**src/msr_cfg_pkg.sv**
```systemverilog
// Package with constants and carrier types for the special register and config port block.
package msr_cfg_pkg;
  localparam logic [31:0] SEL_CYCLE_COUNT = 32'h0000_0010;
  localparam logic [15:0] PORT_INDEX = 16'h0022;
  localparam logic [15:0] PORT_DATA = 16'h0023;
  localparam logic [7:0] IDX_LO_MIN = 8'hC0;
  localparam logic [7:0] IDX_LO_MAX = 8'hCF;
  localparam logic [7:0] IDX_HI_MIN = 8'hFE;
  localparam logic [7:0] IDX_HI_MAX = 8'hFF;
  localparam logic [15:0] DISP_LO = 16'h03B0;
  localparam logic [15:0] DISP_HI = 16'h03DF;
  localparam logic [63:0] CNT_RESET = 64'h0000_0000_0000_0000;
  localparam logic [63:0] CNT_ONE = 64'h0000_0000_0000_0001;
  localparam logic [7:0] BYTE_ZERO = 8'h00;
  localparam logic [1:0] PL_KERNEL = 2'h0;
  localparam int CR4_RESTRICT_BIT = 2;
  localparam int CFG_REGS = 18;
  localparam logic [4:0] HI_SLOT_BASE = 5'h10;

  // Instruction opcodes presented by the execution unit.
  typedef enum logic [1:0] {OP_NONE, OP_READ_MODEL, OP_WRITE_MODEL, OP_READ_COUNT} instr_op_t;

  // Instruction request from the execution unit.
  typedef struct packed {
    logic valid;
    instr_op_t op;
    logic [31:0] selector;
    logic [63:0] wdata;
    logic [1:0] priv;
    logic [31:0] cr4;
  } instr_req_t;

  // Instruction result back to the execution unit.
  typedef struct packed {
    logic done;
    logic gp_fault;
    logic [63:0] rdata;
  } instr_rsp_t;

  // I/O port request.
  typedef struct packed {
    logic valid;
    logic write;
    logic [15:0] addr;
    logic [1:0] size;
    logic [31:0] wdata;
  } io_req_t;
endpackage

```
**src/msr_cfg_block.sv**
```systemverilog
// Model register path, cycle counter and configuration index/data port decode.
//
// Contract
// - Model read returns selected register into pair.
// - Model write stores pair into selected register.
// - Model read/write allowed only when privileged.
// - One 64-bit counter increments every core clock.
// - Counter runs on continuous clock through suspend.
// - Model read selector 10h returns counter.
// - Model write selector 10h loads counter.
// - Dedicated counter read returns counter, no selector.
// - Restrict flag clear: counter read at any level.
// - Restrict flag set: counter read level zero only.
// - 64 KB port space, 8/16/32-bit accesses.
// - Claimed config accesses make no external cycle.
// - Unarmed data access goes external, registers untouched.
// - Out-of-range index write goes external, no arming.
// - Index port reads always go external.
// - Enabled display range accesses trap to management interrupt.
// - Upper coprocessor range treated as ordinary I/O.
`timescale 1ns/1ns
module msr_cfg_block
  import msr_cfg_pkg::*;
(
  input wire logic core_clk, // Continuous core clock, 10 MHz.
  input wire logic reset, // Synchronous active high reset.
  input wire instr_req_t instr_req, // Instruction request, one-cycle valid.
  output instr_rsp_t instr_rsp, // Instruction result, registered.
  input wire io_req_t io_req, // I/O access request, one-cycle valid.
  input wire logic [2:0] io_trap_map_reg, // Display range trap enables.
  output logic io_ext_cycle, // Access forwarded to the external bus.
  output logic io_int_done, // Access completed on chip.
  output logic [7:0] io_rdata, // Data port read value, registered.
  output logic system_mgmt_interrupt, // Trap pulse for display range.
  output logic [63:0] cycle_counter // Current counter value.
);
  logic [63:0] cnt_ff;
  instr_rsp_t rsp_ff;
  logic armed_ff;
  logic [7:0] index_ff;
  logic [7:0] cfg_ff [CFG_REGS];
  logic [7:0] rdata_ff;
  logic ext_ff;
  logic int_ff;
  logic smi_ff;
  logic is_model;
  logic priv_ok;
  logic rd_ok;
  logic cnt_wr;
  logic idx_wr;
  logic idx_valid;
  logic data_hit;
  logic [4:0] slot;
  logic disp_hit;

  // Privilege checks for the instruction path.
  assign is_model = instr_req.valid &&
    (instr_req.op == OP_READ_MODEL || instr_req.op == OP_WRITE_MODEL);
  assign priv_ok = (instr_req.priv == PL_KERNEL);
  assign rd_ok = !instr_req.cr4[CR4_RESTRICT_BIT] || priv_ok;
  assign cnt_wr = is_model && priv_ok && instr_req.op == OP_WRITE_MODEL &&
    instr_req.selector == SEL_CYCLE_COUNT;

  // Counter: free running, loadable, wraps naturally, clears on reset.
  always_ff @(posedge core_clk)
  begin
    if (reset)
      cnt_ff <= CNT_RESET;
    else if (cnt_wr)
      cnt_ff <= instr_req.wdata;
    else
      cnt_ff <= cnt_ff + CNT_ONE;
  end
  assign cycle_counter = cnt_ff;

  // Instruction response with fault on privilege violation.
  always_ff @(posedge core_clk)
  begin
    if (reset)
      rsp_ff <= '0;
    else
    begin
      rsp_ff.done <= instr_req.valid && instr_req.op != OP_NONE;
      rsp_ff.gp_fault <= (is_model && !priv_ok) ||
        (instr_req.valid && instr_req.op == OP_READ_COUNT && !rd_ok);
      if (instr_req.valid && instr_req.op == OP_READ_COUNT && rd_ok)
        rsp_ff.rdata <= cnt_ff;
      else if (is_model && priv_ok && instr_req.op == OP_READ_MODEL)
        rsp_ff.rdata <= (instr_req.selector == SEL_CYCLE_COUNT) ? cnt_ff : CNT_RESET;
      else
        rsp_ff.rdata <= CNT_RESET;
    end
  end
  assign instr_rsp = rsp_ff;

  // Port decode over the 16-bit port space; upper range is plain I/O.
  assign idx_wr = io_req.valid && io_req.write && io_req.addr == PORT_INDEX;
  assign idx_valid = (io_req.wdata[7:0] >= IDX_LO_MIN && io_req.wdata[7:0] <= IDX_LO_MAX) ||
    (io_req.wdata[7:0] >= IDX_HI_MIN && io_req.wdata[7:0] <= IDX_HI_MAX);
  assign data_hit = io_req.valid && io_req.addr == PORT_DATA && armed_ff;
  assign slot = (index_ff >= IDX_HI_MIN) ? HI_SLOT_BASE + 5'(index_ff - IDX_HI_MIN)
    : 5'(index_ff - IDX_LO_MIN);
  assign disp_hit = io_req.valid && io_req.addr >= DISP_LO && io_req.addr <= DISP_HI &&
    |io_trap_map_reg;

  // Index arming: one data access per valid index write.
  always_ff @(posedge core_clk)
  begin
    if (reset)
    begin
      armed_ff <= 1'b0;
      index_ff <= BYTE_ZERO;
    end
    else if (idx_wr)
    begin
      armed_ff <= idx_valid;
      index_ff <= io_req.wdata[7:0];
    end
    else if (io_req.valid)
      armed_ff <= 1'b0;
  end

  // Configuration register storage, one entry per on-chip index.
  genvar gi;
  generate
    for (gi = 0; gi < CFG_REGS; gi++)
    begin : g_cfg
      always_ff @(posedge core_clk)
      begin
        if (reset)
          cfg_ff[gi] <= BYTE_ZERO;
        else if (data_hit && io_req.write && slot == 5'(gi))
          cfg_ff[gi] <= io_req.wdata[7:0];
      end
    end
  endgenerate

  // Access completion: on chip or external, plus display trap.
  always_ff @(posedge core_clk)
  begin
    if (reset)
    begin
      ext_ff <= 1'b0;
      int_ff <= 1'b0;
      smi_ff <= 1'b0;
      rdata_ff <= BYTE_ZERO;
    end
    else
    begin
      int_ff <= data_hit || (idx_wr && idx_valid);
      ext_ff <= io_req.valid && !data_hit && !(idx_wr && idx_valid);
      smi_ff <= disp_hit;
      if (data_hit && !io_req.write)
        rdata_ff <= cfg_ff[slot];
    end
  end
  assign io_ext_cycle = ext_ff;
  assign io_int_done = int_ff;
  assign io_rdata = rdata_ff;
  assign system_mgmt_interrupt = smi_ff;

  // Checks.
  property p_cnt_inc;
    @(posedge core_clk) disable iff (reset) !$past(reset) && !$past(cnt_wr) |->
      cnt_ff == $past(cnt_ff) + CNT_ONE; // The edge leaving reset has no prior step.
  endproperty
  a_cnt_inc: assert property (p_cnt_inc) else $error("Counter did not step.");
  property p_cnt_load;
    @(posedge core_clk) disable iff (reset) cnt_wr |=> cnt_ff == $past(instr_req.wdata);
  endproperty
  a_cnt_load: assert property (p_cnt_load) else $error("Counter load lost.");
  property p_model_fault;
    @(posedge core_clk) disable iff (reset) is_model && !priv_ok |=> instr_rsp.gp_fault;
  endproperty
  a_model_fault: assert property (p_model_fault) else $error("No fault for model op.");
  property p_rdc_restrict;
    @(posedge core_clk) disable iff (reset)
      instr_req.valid && instr_req.op == OP_READ_COUNT && instr_req.cr4[CR4_RESTRICT_BIT] &&
      instr_req.priv != PL_KERNEL |=> instr_rsp.gp_fault;
  endproperty
  a_rdc_restrict: assert property (p_rdc_restrict) else $error("Restricted read ran.");
  property p_rdc_free;
    @(posedge core_clk) disable iff (reset)
      instr_req.valid && instr_req.op == OP_READ_COUNT && !instr_req.cr4[CR4_RESTRICT_BIT]
      |=> !instr_rsp.gp_fault && instr_rsp.rdata == $past(cnt_ff);
  endproperty
  a_rdc_free: assert property (p_rdc_free) else $error("Free counter read wrong.");
  property p_rd_model;
    @(posedge core_clk) disable iff (reset)
      is_model && priv_ok && instr_req.op == OP_READ_MODEL &&
      instr_req.selector == SEL_CYCLE_COUNT |=> instr_rsp.rdata == $past(cnt_ff);
  endproperty
  a_rd_model: assert property (p_rd_model) else $error("Model read of counter wrong.");
  property p_idx_read_ext;
    @(posedge core_clk) disable iff (reset)
      io_req.valid && !io_req.write && io_req.addr == PORT_INDEX |=> io_ext_cycle && !io_int_done;
  endproperty
  a_idx_read_ext: assert property (p_idx_read_ext) else $error("Index read not external.");
  property p_bad_idx;
    @(posedge core_clk) disable iff (reset) idx_wr && !idx_valid |=> io_ext_cycle && !armed_ff;
  endproperty
  a_bad_idx: assert property (p_bad_idx) else $error("Bad index armed.");
  property p_unarmed;
    @(posedge core_clk) disable iff (reset)
      io_req.valid && io_req.addr == PORT_DATA && !armed_ff |=> io_ext_cycle && !io_int_done;
  endproperty
  a_unarmed: assert property (p_unarmed) else $error("Unarmed data claimed.");
  property p_one_shot;
    @(posedge core_clk) disable iff (reset) data_hit |=> !armed_ff;
  endproperty
  a_one_shot: assert property (p_one_shot) else $error("Index stayed armed.");
  property p_smi;
    @(posedge core_clk) disable iff (reset) disp_hit |=> system_mgmt_interrupt;
  endproperty
  a_smi: assert property (p_smi) else $error("Display trap missed.");

  // Reset clears the counter whatever it held before.
  property p_cnt_clear;
    @(posedge core_clk) reset |=> cnt_ff == CNT_RESET;
  endproperty
  a_cnt_clear: assert property (p_cnt_clear) else $error("Counter not cleared by reset.");

  // The all-ones value rolls over to zero rather than saturating.
  property p_cnt_wrap;
    @(posedge core_clk) disable iff (reset) (&cnt_ff) && !cnt_wr |=> cnt_ff == CNT_RESET;
  endproperty
  a_cnt_wrap: assert property (p_cnt_wrap) else $error("Counter did not wrap.");

  // A refused model write must leave the counter stepping as usual.
  property p_wr_refused;
    @(posedge core_clk) disable iff (reset)
      is_model && !priv_ok && instr_req.op == OP_WRITE_MODEL
      |=> cnt_ff == $past(cnt_ff) + CNT_ONE;
  endproperty
  a_wr_refused: assert property (p_wr_refused) else $error("Refused write hit counter.");

  // A write to any other selector is dropped and the counter keeps counting.
  property p_wr_other;
    @(posedge core_clk) disable iff (reset)
      is_model && instr_req.op == OP_WRITE_MODEL && instr_req.selector != SEL_CYCLE_COUNT
      |=> cnt_ff == $past(cnt_ff) + CNT_ONE;
  endproperty
  a_wr_other: assert property (p_wr_other) else $error("Other selector hit counter.");

  // A model read of any other selector returns an all-zero pair.
  property p_rd_other;
    @(posedge core_clk) disable iff (reset)
      is_model && priv_ok && instr_req.op == OP_READ_MODEL &&
      instr_req.selector != SEL_CYCLE_COUNT |=> instr_rsp.done && instr_rsp.rdata == CNT_RESET;
  endproperty
  a_rd_other: assert property (p_rd_other) else $error("Other selector read not zero.");

  // Level zero may use the counter read even with the restrict flag set.
  property p_rdc_kernel;
    @(posedge core_clk) disable iff (reset)
      instr_req.valid && instr_req.op == OP_READ_COUNT && priv_ok
      |=> !instr_rsp.gp_fault && instr_rsp.rdata == $past(cnt_ff);
  endproperty
  a_rdc_kernel: assert property (p_rdc_kernel) else $error("Level zero read wrong.");

  // A refused instruction hands back no data.
  property p_fault_no_data;
    @(posedge core_clk) disable iff (reset) instr_rsp.gp_fault |-> instr_rsp.rdata == CNT_RESET;
  endproperty
  a_fault_no_data: assert property (p_fault_no_data) else $error("Fault leaked data.");

  // Without a request the result stays quiet.
  property p_rsp_idle;
    @(posedge core_clk) disable iff (reset)
      !instr_req.valid |=> !instr_rsp.done && !instr_rsp.gp_fault && instr_rsp.rdata == CNT_RESET;
  endproperty
  a_rsp_idle: assert property (p_rsp_idle) else $error("Result without request.");

  // Every port access gets exactly one answer, on chip or outside.
  property p_one_answer;
    @(posedge core_clk) disable iff (reset) io_req.valid |=> io_ext_cycle != io_int_done;
  endproperty
  a_one_answer: assert property (p_one_answer) else $error("Access not answered once.");

  // No answer and no trap appear without an access.
  property p_no_stray;
    @(posedge core_clk) disable iff (reset)
      !io_req.valid |=> !io_ext_cycle && !io_int_done && !system_mgmt_interrupt;
  endproperty
  a_no_stray: assert property (p_no_stray) else $error("Answer without access.");

  // A claimed data access stays on chip.
  property p_claimed;
    @(posedge core_clk) disable iff (reset) data_hit |=> io_int_done && !io_ext_cycle;
  endproperty
  a_claimed: assert property (p_claimed) else $error("Claimed access went outside.");

  // A valid index write is answered on chip and arms the next data access.
  property p_idx_arm;
    @(posedge core_clk) disable iff (reset) idx_wr && idx_valid |=> io_int_done && armed_ff;
  endproperty
  a_idx_arm: assert property (p_idx_arm) else $error("Valid index not armed.");

  // Ports other than the index/data pair, upper range included, go outside.
  property p_plain_io;
    @(posedge core_clk) disable iff (reset)
      io_req.valid && io_req.addr != PORT_INDEX && io_req.addr != PORT_DATA |=> io_ext_cycle;
  endproperty
  a_plain_io: assert property (p_plain_io) else $error("Plain port not external.");

  // With every trap enable clear the display range raises nothing.
  property p_smi_off;
    @(posedge core_clk) disable iff (reset) io_trap_map_reg == 3'h0 |=> !system_mgmt_interrupt;
  endproperty
  a_smi_off: assert property (p_smi_off) else $error("Trap while disabled.");

  // Coverage of the main scenarios.
  c_cfg_write: cover property (@(posedge core_clk) idx_wr && idx_valid ##1 data_hit);
  c_cnt_load: cover property (@(posedge core_clk) cnt_wr);
  c_fault: cover property (@(posedge core_clk) instr_rsp.gp_fault);
  c_smi: cover property (@(posedge core_clk) system_mgmt_interrupt);
  c_wrap: cover property (@(posedge core_clk) (&cnt_ff));
endmodule

```
**config.mk**
```make
export PLATFORM = sky130hd
export DESIGN_NAME = msr_cfg_block
export DESIGN_NICKNAME = d
export VERILOG_FILES = /design/src/msr_cfg_pkg.sv /design/src/msr_cfg_block.sv
export SDC_FILE = /design/constraint.sdc
export NUM_CORES = 1
export LEC_CHECK = 0
export BUFFER_PORTS_ARGS = -buffer_cell sky130_fd_sc_hd__buf_4
export CAP_MARGIN = 20
export CORE_UTILIZATION = 50
export CTS_CLUSTER_DIAMETER = 150
export DETAILED_ROUTE_END_ITERATION = 8
export MAX_ROUTING_LAYER = met4
export PLACE_DENSITY = 0.72
export SYNTH_ARGS = -nofsm -noshare
export SYNTH_HDL_FRONTEND = slang
export SYNTH_SLANG_ARGS = --single-unit
```
**constraint.sdc**
```tcl
create_clock -name core_clk -period 3.4 [get_ports core_clk]
set_input_delay 0.51 -clock core_clk [delete_from_list [all_inputs] [get_ports core_clk]]
set_output_delay 0.51 -clock core_clk [all_outputs]
set_load 0.01 [all_outputs]
```
==> results.toml <==
[setup_path]
r2r_setup_slack_ns = 0.68
crit_slowest_cell = "o31a_1"
path_max_fanout = 21
r2r-start = "index_ff[2]"
cp_cell_sequence = "ha_1 > nand2_1 > o31a_1 > mux2i_1 > o22ai_1 > a2111oi_0 > a21oi_1"
cpPeakStageDelay_ns = 0.81
startpoint = "index_ff[2]"
worst_setup_path_start_kind = "flip-flop"
critPathArrivalTime_ns = 3.10
required_ns = 3.78
endpoint_kind = "flip-flop"
crit_type = "reg2reg"

[finish]
drive_above_1_share_pct = 28.40
synthToLayoutAreaGrowth_pct = 27.87
final_util_pct = 65.15
finalNetCount = 1699
final_cell_area_um2 = 16930

[sta]
rsz0062_at_grt = "false"
hold_viol = 0
worst_pin_slew_ns = 0.9961
drv_slew = 0
finalClockSkew_ns = 0.01737
setup_tns_ns = 0
slew_headroom_pct = 33.59
min_period_ns = 2.722
final.period_utilization_pct = 80.05
setup_violations = 0
max_freq_mhz = 367.4

[cts]
cts-htree-levels = 2
clk_path_buf_depth = 3
clock-sinks = 294
clk_pin_slew_worst_paths_ns = 0.06
ctsResizeCount = 0
cts_hold_buf = 0
clkLatencyLatePin_ns = 0.51
cts_root_buf = "clkbuf_16"
cts_made_buffers = 34
cts_tree = "done"
post-cts-setup-buffers = 0

[synth]
yosysTopAreaCell = "edfxtp_1"
ys.flop_type = "dfxtp_1"
synth_top_area_share_pct = 32.66
synthesis.nets = 1422
synth_cell_type_count = 57
syn_area_per_cell_um2 = 10.80
synthCells = 1226
synth_edf_count = 144
synth.area.top_cells = "edfxtp_1 (33%), dfxtp_1 (23%), and2_1 (9.4%), a211oi_1 (3.5%), xnor2_1 (2.9%)"
synth.yosys.seq_area_share_pct = 55.34
syn_area_um2 = 13240
ys_ff_latch = 294
synthArstFlopShare_pct = 0
ys_warn_count = 0

[pwr]
p_leak_nw = 6.489
power.switching_mw = 1.631
power_frac_seq_pct = 49.3
p_int_mw = 6.102
ir_drop_mv = 0.4118
total_power_mw = 7.733
clkPwrFrac_pct = 46.6
pwr-share-comb_pct = 4.0
power_density_nw_per_um2 = 456.8
switching_share_pct = 21.10

[floorplanning]
die_w_um = 164.7
fp.dieH_um = 164.7
std_cell_rows = 59
initial_core_util_pct = 50.95
io_pins = 331
die_area_um2 = 27130
core-area_um2 = 25980

[placement]
place_hpwl_um = 25410
gp_congestion = 0.8505
portBuffers = 273
place_area_um2 = 15810

[detailed_routing]
vias_per_cell = 5.517
detail_route.first_pass.iterations = 5
drtAntennaViolNets = 0
drt_iter0_drc = 816
routedWlPerCell_um = 19.88
routed_wl_um = 37050
drc = 0
vias = 10283

[run_status]
run_status = "complete, no violations"

[global_routing]
grt_overflow_total = 0
grt_first_pass_wirelength_um = 55680
grt_use_total_pct = 27.95
antenna_found_initial = 1
grt_pass1_vias = 9955
grt_max_degree = 128

[run]
cap_violations = 0

[min_path]
hold_start = "instr_req[35]"
min_path_type = "in2reg"
## power groups by stage
stage / combinational (mW) / clock [mW] / sequential, mW
final: 0.310 / 3.61 / 3.82
after detailed placement: 0.310 / 0 / 3.89
after CTS: 0.311 / 3.65 / 3.82
after floorplan: 0.110 / 0 / 3.88
after global placement: 0.305 / 0 / 3.89
after global routing: 0.332 / 3.81 / 3.82
## placed cells by master, fill, tap and decap left out, drive strengths merged, types with 33 or more instances in the layout
cell type,Yosys,routed
nor4,40,40
clkbuf,66,50
nand2,91,91
a21oi,33,33
a211oi,62,62
buf,12,319
nor2,95,95
and2,199,199
xnor2,44,44
nand3,41,41
edfxtp,144,144
nor3,50,50
dfxtp,150,150
## worst paths after layout
path	endpoint	cells after the start
max	io_rdata[4]	7
min	cycle_counter[1]	3
max reg2reg	io_rdata[4]	7
min reg2reg	armed_ff	2
## cell usage after synthesis (6+ instances only)
library cell  number
mux2i_1           24
clkbuf_1          66
buf_1              8
and2_1           199
nor2_1            95
xnor2_1           44
a31oi_1            8
nand3_1           41
inv_1             19
nor4_2            19
nand4_1           17
nor3_1            44
a21o_1             6
o211ai_1           8
nor4_1            17
o21ai_0            8
edfxtp_1         144
mux4_2            16
a22oi_1            6
o31ai_1            9
xor2_1            17
nand2_1           91
ha_1               6
dfxtp_1          150
nor3_2             6
a21oi_1           33
a211oi_1          61
and3_1            12
nor2b_1            6
## layout make-up
class / count / area, um2
Antenna cell: 1 / 2.502
Clock buffer: 50 / 1022
Clock inverter: 11 / 90.09
Fill cell: 2043 / 9056
Inverter: 19 / 71.32
Multi-Input combinational cell: 835 / 5555
Sequential cell: 294 / 7328
Tap cell: 335 / 419.2
Timing Repair Buffer: 319 / 2440
## registers in the layout, indices dropped and copies added, names as in the netlist
name,cells
armed_ff,1
cfg_ff,144
cycle_counter,64
index_ff,8
instr_rsp,66
io_ext_cycle,1
io_int_done,1
io_rdata,8
system_mgmt_interrupt,1
## kinds of logic (layout without fill, tap and decap cells)
kind of cell,count (synthesis),count (layout),share of synthesized area (%)
buffers and inverters,97,399,2.901
flip-flops,294,294,55.34
XOR/XNOR,61,61,4.036
AND/OR/NAND/NOR,574,574,24.62
AO/OA/AOI/OAI,154,154,7.995
multiplexers,40,40,4.536
other,0,1,0
adder cells (fa/ha/maj),6,6,0.5670
## through the flow
stage,hold slack (ns),std cells,setup WS [ns]
after global placement,0.4652,1801,0.3699
after CTS,0.2384,1863,0.7010
final,0.2479,1864,0.6782
after detailed placement,0.4676,1802,0.3852
after global routing,0.2402,1864,0.3996
after floorplan,0.4453,1226,0.5086
## critical path, delay by kind of cell, from the launching register on
family | cells | cell delay, ns
AND/OR/NAND/NOR | 1 | 0.16
AO/OA/AOI/OAI | 4 | 1.42
flip-flops | 1 | 0.44
adder cells (fa/ha/maj) | 1 | 0.29
multiplexers | 1 | 0.27
## layer usage
layer | part of all wire, % | GRT usage (%) | wire length, um | vias up
li1 | - | - | - | 4929
met1 | 41 | 34.20 | 15210 | 4958
met2 | 49 | 44.81 | 18090 | 344
met3 | 7.4 | 7.459 | 2725 | 52
met4 | 2.8 | 9.341 | 1025 | 0
met5 | 0 | - | 0 | -
Note: power is estimated with default switching activity, not from simulation.
